===== src/design/hvs_params.svh =====
// constants of the h/v sync processor: offsets, thresholds, reset values, timings
// assumes a 100 MHz clock and the 8-bit register port of hvs_sync_proc
//
// Operation
// - pulses shorter than one oscillator period are ignored as noise
// - composite vertical detected flag set while vertical pulses come out of hsync
// - software may pick the extracted composite vertical for polarity, count, blanking
// - extracted composite vertical sync lags the composite input by 8 us
// - during composite vertical, insert pulses of 1/8 h period into h blanking
// - 14-bit counter times 64 h periods, then loads the h count latches
// - h count equals 128000000 / h frequency minus one
// - h latch updates once per vertical period if present, else continuously
// - 12-bit vertical counter holds 62500 / v frequency, updated each v period
// - each counter has an overflow status bit
// - frequency change flag set when latched count changes or counter overflows
// - h present set above 10 kHz, cleared below 10 Hz
// - v present set above 40 Hz, cleared below 10 Hz
// - h presence change flag set when h present changes
// - v presence change flag on v or composite present change; composite off masks
// - polarity negative when high pulse longer than low pulse, else positive
// - polarity change flags set when detected polarity changes
// - blanking outputs muxed by software, each with software polarity
// - vertical blanking forced off above 200 Hz vertical rate
// - blanking outputs share port bits 1 and 0, test pattern shares bit 2
// - self-test gives cross-hatch positive, negative, full white, full black
// - self-test h rate 63.5, 47.6 or 31.75 kHz, v rate 60 Hz
// - overflow bits clear themselves once the overflow is gone
// - source select 11 composite, 10 vsync, 00 composite off, 01 automatic
`ifndef HVS_PARAMS_SVH
`define HVS_PARAMS_SVH

// clock and measurement time bases
`define HVS_CLK_NS       10
`define HVS_OSC_NS       84
`define HVS_OSC_CYC      ((`HVS_OSC_NS + `HVS_CLK_NS - 1) / `HVS_CLK_NS)
`define HVS_TICKH_NS     500
`define HVS_TICKH_CYC    (`HVS_TICKH_NS / `HVS_CLK_NS)
`define HVS_TICKV_NS     16000
`define HVS_TICKV_CYC    (`HVS_TICKV_NS / `HVS_CLK_NS)
`define HVS_CVLAG_NS     8000
`define HVS_CVLAG_TICKS  (`HVS_CVLAG_NS / `HVS_TICKH_NS)
`define HVS_CVBROAD_CYC  (`HVS_CVLAG_NS / `HVS_CLK_NS)

// presence thresholds in 16 us ticks
`define HVS_HSET_US      100
`define HVS_VSET_US      25000
`define HVS_CLR_US       100000
`define HVS_HSET_TICKS   (`HVS_HSET_US * 1000 / `HVS_TICKV_NS)
`define HVS_VSET_TICKS   (`HVS_VSET_US * 1000 / `HVS_TICKV_NS)
`define HVS_CLR_TICKS    (`HVS_CLR_US * 1000 / `HVS_TICKV_NS)

// vertical cut-off: 200 Hz gives 5000 us per frame
`define HVS_VCUT_US      5000
`define HVS_VCUT_TICKS   (`HVS_VCUT_US * 1000 / `HVS_TICKV_NS)

// self-test timing
`define HVS_ST_HTOT0_NS  31500
`define HVS_ST_HTOT1_NS  21000
`define HVS_ST_HTOT2_NS  15750
`define HVS_ST_HSW0_NS   3000
`define HVS_ST_HSW1_NS   2000
`define HVS_ST_HSW2_NS   1500
`define HVS_ST_VTOT_US   16663
`define HVS_ST_VSW_US    63
`define HVS_ST_VTOT_CYC  (`HVS_ST_VTOT_US * 1000 / `HVS_CLK_NS)
`define HVS_ST_VSW_CYC   (`HVS_ST_VSW_US * 1000 / `HVS_CLK_NS)

// register offsets
`define HVS_A_PORT4      8'h38
`define HVS_A_STATUS     8'h40
`define HVS_A_HCNT_HI    8'h41
`define HVS_A_HCNT_LO    8'h42
`define HVS_A_VCNT_HI    8'h43
`define HVS_A_VCNT_LO    8'h44
`define HVS_A_CTRL0      8'h40
`define HVS_A_CTRL2      8'h42
`define HVS_A_FLAGS      8'h48
`define HVS_A_ENABLE     8'h49
`define HVS_A_PINSEL     8'h4a

// reset values
`define HVS_RST_BYTE     8'h00
`define HVS_RST_PINSEL   3'h0

`endif


===== src/design/hvs_pkg.sv =====
// types of the h/v sync processor
// assumes hvs_params.svh for all numeric constants
`default_nettype none
package hvs_pkg;

	// sync source select codes
	typedef enum logic [1:0] {
		HVS_SRC_OFF  = 2'h0,
		HVS_SRC_AUTO = 2'h1,
		HVS_SRC_V    = 2'h2,
		HVS_SRC_CV   = 2'h3
	} hvs_src_e;

	// control register 0
	typedef struct packed {
		hvs_src_e   src;
		logic       no_insert;
		logic [2:0] unused;
		logic       hb_neg;
		logic       vb_neg;
	} hvs_ctl0_s;

	// control register 2: self-test
	typedef struct packed {
		logic [1:0] unused;
		logic       st_en;
		logic [1:0] st_rate;
		logic [1:0] st_pat;
		logic       unused0;
	} hvs_ctl2_s;

	// sticky change flags, bits 7..2 of the flag register
	typedef struct packed {
		logic hpr;
		logic vpr;
		logic hpl;
		logic vpl;
		logic hf;
		logic vf;
	} hvs_flags_s;

endpackage : hvs_pkg
`default_nettype wire


===== src/design/hvs_sync_proc.sv =====
// h/v sync processor: separation, insertion, presence, counting, polarity, blanking, self-test
// assumes asynchronous sync pins and a single-cycle register port on clock_i
`include "hvs_params.svh"
`default_nettype none
module hvs_sync_proc
	import hvs_pkg::*;
#(
	parameter int unsigned ST_VTOT_CYC = `HVS_ST_VTOT_CYC,
	parameter int unsigned ST_VSW_CYC  = `HVS_ST_VSW_CYC,
	parameter int unsigned CLR_TICKS   = `HVS_CLR_TICKS
) (
	// clock, reset, enable
	input  wire logic       clock_i,
	input  wire logic       rst_i,
	input  wire logic       ce_i,
	// register port
	input  wire logic [7:0] addr_i,
	input  wire logic [7:0] wdata_i,
	input  wire logic       we_i,
	input  wire logic       re_i,
	output logic      [7:0] rdata_o,
	// sync pins
	input  wire logic       hsync_i,
	input  wire logic       vsync_i,
	// outputs
	output logic            horiz_blank_out_o,
	output logic            vert_blank_out_o,
	output logic            test_pattern_out_o,
	output logic      [2:0] port4_o,
	output logic            irq_o
);

	// software registers
	hvs_ctl0_s  ctl0;
	hvs_ctl2_s  ctl2;
	hvs_flags_s flg;
	hvs_flags_s flg_en;
	logic [2:0] port4;
	logic [2:0] pinsel;

	// two-stage synchronisers, first stage read only by second
	logic [1:0] hs_m, vs_m;
	always_ff @(posedge clock_i) begin
		if (rst_i) begin
			hs_m <= 2'h0;
			vs_m <= 2'h0;
		end else if (ce_i) begin
			hs_m <= {hs_m[0], hsync_i};
			vs_m <= {vs_m[0], vsync_i};
		end
	end

	// time base ticks: 2 MHz for h, 62.5 kHz for v
	logic [5:0]  tkh_cnt;
	logic [10:0] tkv_cnt;
	wire         tick_h = (tkh_cnt == 6'(`HVS_TICKH_CYC - 1));
	wire         tick_v = (tkv_cnt == 11'(`HVS_TICKV_CYC - 1));
	always_ff @(posedge clock_i) begin
		if (rst_i) begin
			tkh_cnt <= 6'h00;
			tkv_cnt <= 11'h000;
		end else if (ce_i) begin
			tkh_cnt <= tick_h ? 6'h00 : tkh_cnt + 6'h01;
			tkv_cnt <= tick_v ? 11'h000 : tkv_cnt + 11'h001;
		end
	end

	// glitch filter: a level must hold one oscillator period
	logic [1:0] filt;
	logic [1:0] filt_d;
	wire  [1:0] raw = {vs_m[1], hs_m[1]};
	genvar gi;
	generate
		for (gi = 0; gi < 2; gi++) begin : g_filt
			logic [3:0] fcnt;
			always_ff @(posedge clock_i) begin
				if (rst_i) begin
					fcnt        <= 4'h0;
					filt[gi]    <= 1'b0;
				end else if (ce_i) begin
					if (raw[gi] == filt[gi])
						fcnt <= 4'h0;
					else if (fcnt == 4'(`HVS_OSC_CYC - 1)) begin
						fcnt     <= 4'h0;
						filt[gi] <= raw[gi];
					end else
						fcnt <= fcnt + 4'h1;
				end
			end
		end
	endgenerate

	always_ff @(posedge clock_i) begin
		if (rst_i)
			filt_d <= 2'h0;
		else if (ce_i)
			filt_d <= filt;
	end

	// polarity, presence and composite state
	logic [1:0] pol_neg;
	logic [2:0] pres;
	logic       cv;
	logic       cv_d;
	wire        hs_act = filt[0] ^ pol_neg[0];
	wire        hs_act_d = filt_d[0] ^ pol_neg[0];
	wire        h_edge = hs_act & ~hs_act_d;
	wire        comp_on = (ctl0.src != HVS_SRC_OFF);

	// source selection, automatic switch on composite only
	wire use_cv = (ctl0.src == HVS_SRC_CV) ||
		(ctl0.src == HVS_SRC_AUTO && pres[2] && !pres[1]);
	wire vs_act   = filt[1] ^ pol_neg[1];
	wire vs_act_d = filt_d[1] ^ pol_neg[1];
	wire vsel     = use_cv ? cv : vs_act;
	wire vsel_d   = use_cv ? cv_d : vs_act_d;
	wire v_edge   = vsel & ~vsel_d;
	wire vsel_pres = use_cv ? pres[2] : pres[1];

	// polarity: compare last high pulse with following low pulse
	wire [1:0] pol_lvl  = {use_cv ? cv : filt[1], filt[0]};
	wire [1:0] pol_lvld = {use_cv ? cv_d : filt_d[1], filt_d[0]};
	wire [1:0] pol_tk   = {tick_v, tick_h};
	generate
		for (gi = 0; gi < 2; gi++) begin : g_pol
			logic [15:0] hi_cnt, lo_cnt, hi_last;
			always_ff @(posedge clock_i) begin
				if (rst_i) begin
					hi_cnt      <= 16'h0000;
					lo_cnt      <= 16'h0000;
					hi_last     <= 16'h0000;
					pol_neg[gi] <= 1'b0;
				end else if (ce_i) begin
					if (pol_lvl[gi] & ~pol_lvld[gi]) begin
						pol_neg[gi] <= (hi_last > lo_cnt);
						lo_cnt      <= 16'h0000;
					end else if (~pol_lvl[gi] & pol_lvld[gi]) begin
						hi_last <= hi_cnt;
						hi_cnt  <= 16'h0000;
					end else if (pol_tk[gi]) begin
						if (pol_lvl[gi] && hi_cnt != 16'hffff)
							hi_cnt <= hi_cnt + 16'h0001;
						if (!pol_lvl[gi] && lo_cnt != 16'hffff)
							lo_cnt <= lo_cnt + 16'h0001;
					end
				end
			end
		end
	endgenerate

	// presence: edge soon enough sets, long silence clears
	wire [2:0] pr_edge = {cv & ~cv_d & comp_on, vs_act & ~vs_act_d, h_edge};
	generate
		for (gi = 0; gi < 3; gi++) begin : g_pres
			localparam logic [15:0] SET_TH = (gi == 0) ? 16'(`HVS_HSET_TICKS) : 16'(`HVS_VSET_TICKS);
			logic [15:0] tmr;
			always_ff @(posedge clock_i) begin
				if (rst_i) begin
					tmr      <= 16'h0000;
					pres[gi] <= 1'b0;
				end else if (ce_i) begin
					if (pr_edge[gi]) begin
						if (tmr <= SET_TH)
							pres[gi] <= 1'b1;
						tmr <= 16'h0000;
					end else if (tick_v) begin
						if (tmr >= 16'(CLR_TICKS))
							pres[gi] <= 1'b0;
						else
							tmr <= tmr + 16'h0001;
					end
				end
			end
		end
	endgenerate

	// h period in 2 MHz ticks for extraction and insertion
	logic [11:0] hper_run, hper_last;
	logic [11:0] ins_cnt;
	always_ff @(posedge clock_i) begin
		if (rst_i) begin
			hper_run  <= 12'h000;
			hper_last <= 12'h000;
			ins_cnt   <= 12'h000;
		end else if (ce_i) begin
			if (h_edge) begin
				hper_last <= hper_run;
				hper_run  <= 12'h000;
				ins_cnt   <= 12'h000;
			end else if (tick_h) begin
				if (hper_run != 12'hfff)
					hper_run <= hper_run + 12'h001;
				if (ins_cnt != 12'hfff)
					ins_cnt <= ins_cnt + 12'h001;
			end
		end
	end

	// broad pulse past the lag starts extracted vertical; held one line plus the lag
	logic [9:0]  act_len;
	logic [12:0] cv_hold;
	wire         broad = hs_act && act_len == 10'(`HVS_CVBROAD_CYC - 1);
	always_ff @(posedge clock_i) begin
		if (rst_i) begin
			act_len <= 10'h000;
			cv_hold <= 13'h0000;
			cv      <= 1'b0;
			cv_d    <= 1'b0;
		end else if (ce_i) begin
			act_len <= (hs_act && !broad) ? act_len + 10'h001 : (hs_act ? act_len : 10'h000);
			if (broad && comp_on)
				cv_hold <= {1'b0, hper_last} + 13'(`HVS_CVLAG_TICKS);
			else if (tick_h && cv_hold != 13'h0000)
				cv_hold <= cv_hold - 13'h0001;
			cv   <= (cv_hold != 13'h0000);
			cv_d <= cv;
		end
	end

	// inserted pulse: 1/8 of the last h period, restarted on each h edge
	wire ins_pulse = (ins_cnt < {3'h0, hper_last[11:3]});
	wire comp_h    = (cv && !ctl0.no_insert) ? ins_pulse : hs_act;

	// h counter over 64 periods; overflow when saturated
	logic [13:0] hc_run, h_res, hcnt_lat;
	logic        hc_ovf, h_res_ovf, hovf, h_res_vld;
	logic [5:0]  hper_cnt;
	wire         h_fin  = h_edge && hper_cnt == 6'h3f;
	// latch on the vertical edge while present, else at once
	wire         h_take = h_res_vld && (!vsel_pres || v_edge);
	always_ff @(posedge clock_i) begin
		if (rst_i) begin
			hc_run    <= 14'h0000;
			hc_ovf    <= 1'b0;
			hper_cnt  <= 6'h00;
			h_res     <= 14'h0000;
			h_res_ovf <= 1'b0;
			h_res_vld <= 1'b0;
			hcnt_lat  <= 14'h0000;
			hovf      <= 1'b0;
		end else if (ce_i) begin
			if (h_edge)
				hper_cnt <= hper_cnt + 6'h01;
			if (h_fin) begin
				h_res     <= (hc_run == 14'h0000) ? 14'h0000 : hc_run - 14'h0001;
				h_res_ovf <= hc_ovf;
				// a tick on the closing edge belongs to the next window, never lost
				hc_run    <= tick_h ? 14'h0001 : 14'h0000;
				hc_ovf    <= 1'b0;
			end else if (tick_h) begin
				if (hc_run == 14'h3fff)
					hc_ovf <= 1'b1;
				else
					hc_run <= hc_run + 14'h0001;
			end
			h_res_vld <= h_fin ? 1'b1 : (h_take ? 1'b0 : h_res_vld);
			// overflow bit follows the newest result
			if (h_take) begin
				hcnt_lat <= h_res;
				hovf     <= h_res_ovf;
			end
		end
	end

	// v counter in 16 us ticks between selected vertical edges
	logic [11:0] vc_run, vcnt_lat;
	logic        vc_ovf, vovf;
	always_ff @(posedge clock_i) begin
		if (rst_i) begin
			vc_run   <= 12'h000;
			vc_ovf   <= 1'b0;
			vcnt_lat <= 12'h000;
			vovf     <= 1'b0;
		end else if (ce_i) begin
			if (v_edge) begin
				vcnt_lat <= vc_run;
				// cleared when a period fits again
				vovf     <= vc_ovf;
				// a tick on the edge itself opens the next period
				vc_run   <= tick_v ? 12'h001 : 12'h000;
				vc_ovf   <= 1'b0;
			end else if (tick_v) begin
				if (vc_run == 12'hfff)
					vc_ovf <= 1'b1;
				else
					vc_run <= vc_run + 12'h001;
			end
		end
	end

	// change events, delayed copies of status values
	logic [2:0] pres_d;
	logic [1:0] pol_d;
	always_ff @(posedge clock_i) begin
		if (rst_i) begin
			pres_d <= 3'h0;
			pol_d  <= 2'h0;
		end else if (ce_i) begin
			pres_d <= pres;
			pol_d  <= pol_neg;
		end
	end
	wire ev_hf = h_take && (h_res != hcnt_lat || h_res_ovf);
	wire ev_vf = v_edge && (vc_run != vcnt_lat || vc_ovf);
	// presence changes, composite masked when the function is off
	wire ev_hpr = pres[0] ^ pres_d[0];
	wire ev_vpr = (pres[1] ^ pres_d[1]) || (comp_on && (pres[2] ^ pres_d[2]));
	wire [1:0] ev_pl = pol_neg ^ pol_d;
	hvs_flags_s ev;
	assign ev = '{hpr: ev_hpr, vpr: ev_vpr, hpl: ev_pl[0], vpl: ev_pl[1], hf: ev_hf, vf: ev_vf};

	// self-test line length per rate code
	logic [11:0] st_htot, st_hsw;
	assign st_htot = (ctl2.st_rate == 2'h3) ? 12'(`HVS_ST_HTOT2_NS / `HVS_CLK_NS) :
		(ctl2.st_rate == 2'h2) ? 12'(`HVS_ST_HTOT1_NS / `HVS_CLK_NS) : 12'(`HVS_ST_HTOT0_NS / `HVS_CLK_NS);
	assign st_hsw = (ctl2.st_rate == 2'h3) ? 12'(`HVS_ST_HSW2_NS / `HVS_CLK_NS) :
		(ctl2.st_rate == 2'h2) ? 12'(`HVS_ST_HSW1_NS / `HVS_CLK_NS) : 12'(`HVS_ST_HSW0_NS / `HVS_CLK_NS);

	// self-test counters, free running so the pattern never stops mid-frame
	logic [11:0] st_h;
	logic [8:0]  st_hcell;
	logic [20:0] st_v;
	logic [17:0] st_vcell;
	// compare with >= so a rate change never stretches a line to the counter wrap
	wire         st_hwrap = (st_h >= st_htot - 12'h001);
	wire         st_cwrap = ({3'h0, st_hcell} >= {3'h0, st_htot[11:3]} - 12'h001);
	wire         st_vwrap = (st_v == 21'(ST_VTOT_CYC - 1));
	wire         st_vcwrap = (st_vcell == 18'(ST_VTOT_CYC / 8 - 1));
	always_ff @(posedge clock_i) begin
		if (rst_i) begin
			st_h     <= 12'h000;
			st_hcell <= 9'h000;
			st_v     <= 21'h000000;
			st_vcell <= 18'h00000;
		end else if (ce_i) begin
			st_h     <= st_hwrap ? 12'h000 : st_h + 12'h001;
			st_hcell <= (st_hwrap || st_cwrap) ? 9'h000 : st_hcell + 9'h001;
			st_v     <= st_vwrap ? 21'h000000 : st_v + 21'h000001;
			st_vcell <= (st_vwrap || st_vcwrap) ? 18'h00000 : st_vcell + 18'h00001;
		end
	end
	// pattern: 8 x 8 hatch lines, inverse, white or black
	wire st_hsync = (st_h < st_hsw);
	wire st_vsync = (st_v < 21'(ST_VSW_CYC));
	wire hatch    = (st_hcell < 9'h008) || (st_vcell < {6'h00, st_htot});
	wire st_video = (ctl2.st_pat == 2'h0) ? hatch :
		(ctl2.st_pat == 2'h1) ? ~hatch : (ctl2.st_pat == 2'h2);

	wire hb_src = ctl2.st_en ? st_hsync : (use_cv ? comp_h : hs_act);
	wire vb_src = ctl2.st_en ? st_vsync : vsel;
	// frame shorter than 5 ms cuts vertical blanking
	wire v_cut  = !vovf && vsel_pres && (vcnt_lat <= 12'(`HVS_VCUT_TICKS));
	wire hb_pin = hb_src ^ ctl0.hb_neg;
	wire vb_pin = (vb_src && !v_cut) ^ ctl0.vb_neg;
	wire st_pin = ctl2.st_en && st_video && !st_hsync && !st_vsync;

	// register decode
	wire wr_ctl0  = we_i && addr_i == `HVS_A_CTRL0;
	wire wr_ctl2  = we_i && addr_i == `HVS_A_CTRL2;
	wire wr_flg   = we_i && addr_i == `HVS_A_FLAGS;
	wire wr_en    = we_i && addr_i == `HVS_A_ENABLE;
	wire wr_port4 = we_i && addr_i == `HVS_A_PORT4;
	wire wr_psel  = we_i && addr_i == `HVS_A_PINSEL;
	wire [7:0] status = {pres[2], 1'b0, ~pol_neg[0], ~pol_neg[1], pres[0], pres[1], filt[0], filt[1]};
	wire [7:0] rd_mux =
		(addr_i == `HVS_A_STATUS) ? status :
		(addr_i == `HVS_A_HCNT_HI) ? {hovf, 1'b0, hcnt_lat[13:8]} :
		(addr_i == `HVS_A_HCNT_LO) ? hcnt_lat[7:0] :
		(addr_i == `HVS_A_VCNT_HI) ? {vovf, 3'h0, vcnt_lat[11:8]} :
		(addr_i == `HVS_A_VCNT_LO) ? vcnt_lat[7:0] :
		(addr_i == `HVS_A_FLAGS)  ? {flg, 2'h0} :
		(addr_i == `HVS_A_PINSEL) ? {5'h00, pinsel} : 8'h00;

	// software registers and sticky flags
	always_ff @(posedge clock_i) begin
		if (rst_i) begin
			ctl0   <= hvs_ctl0_s'(`HVS_RST_BYTE);
			ctl2   <= hvs_ctl2_s'(`HVS_RST_BYTE);
			flg    <= '0;
			flg_en <= '0;
			port4  <= 3'h0;
			pinsel <= `HVS_RST_PINSEL;
		end else if (ce_i) begin
			if (wr_ctl0)
				ctl0 <= hvs_ctl0_s'(wdata_i);
			if (wr_ctl2)
				ctl2 <= hvs_ctl2_s'(wdata_i);
			if (wr_en)
				flg_en <= hvs_flags_s'(wdata_i[7:2]);
			if (wr_port4)
				port4 <= wdata_i[2:0];
			if (wr_psel)
				pinsel <= wdata_i[2:0];
			// writing zero clears; a new event wins
			flg <= (wr_flg ? (flg & hvs_flags_s'(wdata_i[7:2])) : flg) | ev;
		end
	end

	// registered outputs and read data
	always_ff @(posedge clock_i) begin
		if (rst_i) begin
			rdata_o            <= 8'h00;
			horiz_blank_out_o  <= 1'b0;
			vert_blank_out_o   <= 1'b0;
			test_pattern_out_o <= 1'b0;
			port4_o            <= 3'h0;
			irq_o              <= 1'b0;
		end else if (ce_i) begin
			rdata_o            <= re_i ? rd_mux : 8'h00;
			horiz_blank_out_o  <= hb_pin;
			vert_blank_out_o   <= vb_pin;
			test_pattern_out_o <= st_pin;
			port4_o            <= {pinsel[2] ? st_pin : port4[2], pinsel[1] ? hb_pin : port4[1],
				pinsel[0] ? vb_pin : port4[0]};
			irq_o              <= |(flg & flg_en);
		end
	end

endmodule : hvs_sync_proc
`default_nettype wire


===== config.mk =====
export PLATFORM = sky130hd
export DESIGN_NAME = hvs_sync_proc
export DESIGN_NICKNAME = d
export VERILOG_FILES = /design/src/design/hvs_pkg.sv /design/src/design/hvs_sync_proc.sv
export VERILOG_INCLUDE_DIRS = /design/src /design/src/design
export SDC_FILE = /design/constraint.sdc
export NUM_CORES = 1
export LEC_CHECK = 0
export BUFFER_PORTS_ARGS = -buffer_cell sky130_fd_sc_hd__buf_2
export CAP_MARGIN = 10
export CORE_UTILIZATION = 39
export DETAILED_ROUTE_END_ITERATION = 8
export PLACE_DENSITY = 0.6
export SLEW_MARGIN = 20
export SYNTH_ARGS = -nofsm -noshare
export SYNTH_HDL_FRONTEND = slang
export SYNTH_SLANG_ARGS = --single-unit
export TNS_END_PERCENT = 30

===== constraint.sdc =====
create_clock -name clock_i -period 5.6 [get_ports clock_i]
set_input_delay 0.28 -clock clock_i [delete_from_list [all_inputs] [get_ports clock_i]]
set_output_delay 0.28 -clock clock_i [all_outputs]
set_load 0.02 [all_outputs]

==> flow_metrics.tcl <==
set metrics [dict create \
    post-route-util_pct 44.4 \
    cts_made_buffers 48 \
    cts_tree "done" \
    root_buffer "clkbuf_16" \
    grt_max_degree 91 \
    yosys.area_share.adder_pct 5.71 \
    start_util_pct 39.6 \
    placed_cells 3367 \
    worstSkewPairLatency_ns 0.60 \
    synth_top_area_share_pct 39.2 \
    critPathLaunchType "register" \
    fmaxAchievable_mhz 306 \
    cts_sinks 429 \
    slew_viol_final 0 \
    clk_pin_slew_ns 0.07 \
    drive_above_1_share_pct 6.25 \
    rsz0062_at_grt "no" \
    multi_input_comb_area_um2 12500 \
    num_rows 86 \
    muxShareOfSynthArea_pct 3.30 \
    synth-main-ff-cell "dfxtp_1" \
    worst_slack_ns 2.33 \
    hold_path.class "input pin to register" \
    wl_per_cell_um 16.0 \
    fin_nets 2797 \
    crit_type "register to register" \
    synth_edf_count 0 \
    worstPathRequired_ns 6.09 \
    reg2reg_from "ctl2[4]$_SDFFE_PP0P_" \
    yosysTopAreaCell "dfxtp_1" \
    vias 19002 \
    p_leak_uw 0.00906 \
    syn_nets 2803 \
    antenna_left 0 \
    hold_viol_final 0 \
    grt_pass1_wl_mm 91.3 \
    yosys_warnings 0 \
    drc_errors 0 \
    fin_crit_ns 3.27 \
    pre_cts_slack_ns 2.36 \
    synthTopCellsByCount "dfxtp_1 (429), nor2_1 (352), nand2_1 (304)" \
    grt_util_all_layers_pct 19.3 \
    dieHeight_um 239 \
    antennaDiodeCount 0 \
    synth-seq-area-share_pct 39.2 \
    fill_cells 5470 \
    via_per_inst 5.48 \
    dieArea_um2 57200 \
    period_share_pct 58.4 \
    coreArea_um2 55300 \
    h-tree-depth 2 \
    wl_mm 55.4 \
    syn_area_um2 21900 \
    synth_top_family_by_area "simple AND/OR/NAND/NOR gates" \
    dr.pass1.iters 7 \
    outcome "finished, final reports clean" \
    ys_ff_latch 429 \
    num_io_pins 38 \
    first_iter_violations 1230 \
    gr-total-overflow 0 \
    holdCritStartpoint "wdata_i[6]" \
    max-cap-violations 0 \
    seqCellArea_um2 8590 \
    syn_area_per_cell_um2 8.17 \
    finClkSkew_ns 0.0309 \
    hpwl_mm 39.2 \
    worst_ir_drop_vdd_uv 197 \
    synth_most_common_cell "dfxtp_1" \
    fin_tns_setup_ns 0 \
    post_cts_resized 0 \
    power-per-cell-area_nw_per_um2 272 \
    synth_area_leaders "dfxtp_1 (39%), nor2_1 (6.0%), ha_1 (5.5%)" \
    antenna_found_initial 1 \
    clockBufferDepth 3 \
    layout.cells.non_filler 3466 \
    tightest_slew_ns 1.07 \
    port_buffers 37 \
    die_w_um 239 \
    netlist_instances 2684 \
    cp.arrival_ns 3.77 \
    syn2layout_area_growth_pct 12.1 \
    synth_xor_area_share_pct 9.07 \
    relSlewSlack_pct 29.0 \
    synthSimpleGateAreaFrac_pct 25.1 \
    endpoint_kind "register" \
    async_reset_ff_share_pct 0 \
    setup_violations 0 \
    path_max_fanout 15 \
    synth_compound_area_share_pct 14.0 \
    synth_cell_types 79 \
    grt_pass1_vias 17948 \
    crit_path_start "ctl2[4]$_SDFFE_PP0P_" \
    gp_congestion 0.892 \
]
==> routing by layer <==
| metal | GRT usage, % | wire, um | vias to the layer above |
|---|---|---|---|
| li1 | - | - | 9480 |
| met1 | 25.8 | 26500 | 9085 |
| met2 | 32.0 | 25500 | 346 |
| met3 | 2.67 | 2160 | 89 |
| met4 | 6.31 | 1260 | 2 |
| met5 | 0 | 12 | - |
==> metrics by stage <==
stage	total power, uW	hold WS [ns]	cell area (um^2)
6_report	6680	0.0837	24600
5_1_grt	6890	0.0850	24600
4_1_cts	6750	0.0557	24600
3_5_place_dp	3310	0.445	22700
3_3_place_gp	3300	0.435	22700
2_1_floorplan	3250	0.421	21900
==> cells in the final DEF (no fill, tap or decap), drive strengths merged, types with 15 or more instances in the layout <==
cell type  instances
xor2             106
o21ai            106
mux2i             69
nand3            118
a21oi            180
or4               22
xnor2            121
nand2            304
buf               57
o211ai            33
nand4             72
clkbuf            65
or3               38
nor3              60
nor4              57
dfxtp            429
ha                96
a2111oi           15
and3              39
nor2             352
a31oi             18
inv               94
a211oi            21
==> kinds of logic after synthesis <==
group | after synthesis
compound gates | 490
xor+xnor | 227
fa+ha+maj | 101
buf+inv | 214
flops | 429
mux | 72
simple gates | 1151
==> area by class of cell <==
type,count,share of cell area (%)
inverters,92,1.41
clock inverters,25,1.45
multi-input cells,2041,51.0
well taps,748,3.81
flip-flops and latches,429,35.0
repair buffers,66,1.77
clock buffers,65,5.56
==> state kept, by name, summed over array words and instances, names as in the netlist, 10 cells and up <==
name,cells
st_v,21
act_len,10
g_pol.hi_cnt,32
hper_last,12
hper_run,12
vcnt_lat,12
cv_hold,13
g_pol.lo_cnt,32
hc_run,14
st_vcell,18
g_pres.tmr,48
ins_cnt,12
vc_run,12
tkv_cnt,11
st_h,12
g_pol.hi_last,32
hcnt_lat,14
h_res,14
==> path summary, 6_finish.rpt <==
check                           slack [ns]  depth (start not counted)                               end
worst max register to register        2.33                          9           port4_o[1]$_SDFFE_PP0P_
worst max-delay path                  2.33                          9           port4_o[1]$_SDFFE_PP0P_
worst min-delay path                  0.08                          3              ctl0[6]$_SDFFE_PP0P_
worst min register to register        0.46                          2  g_pol[0].hi_last[7]$_SDFFE_PP0P_
==> repair_timing <==
action	CTS	global route
buffers inserted	0	0
hold buffers	9	0
endpoints found under the hold margin	15	0
==> worst max-delay path, cell delays in order, from the launching register on <==
cell and delay (ns):
dfxtp_1 0.67, clkinv_1 0.37, nor2_1 0.31, inv_1 0.14, ha_1 0.21, maj3_1 0.36
a221oi_1 0.55, nand3b_1 0.12, and4b_1 0.22, o31ai_1 0.21
==> power by group <==
part	switching [uW]	internal [uW]	total, uW	leakage, uW
clock	1340	2090	3430	0.000827
sequential	15.1	3060	3080	0.00346
combinational	120	45.6	165	0.00478
No activity file was read; power rests on OpenSTA's default activity.
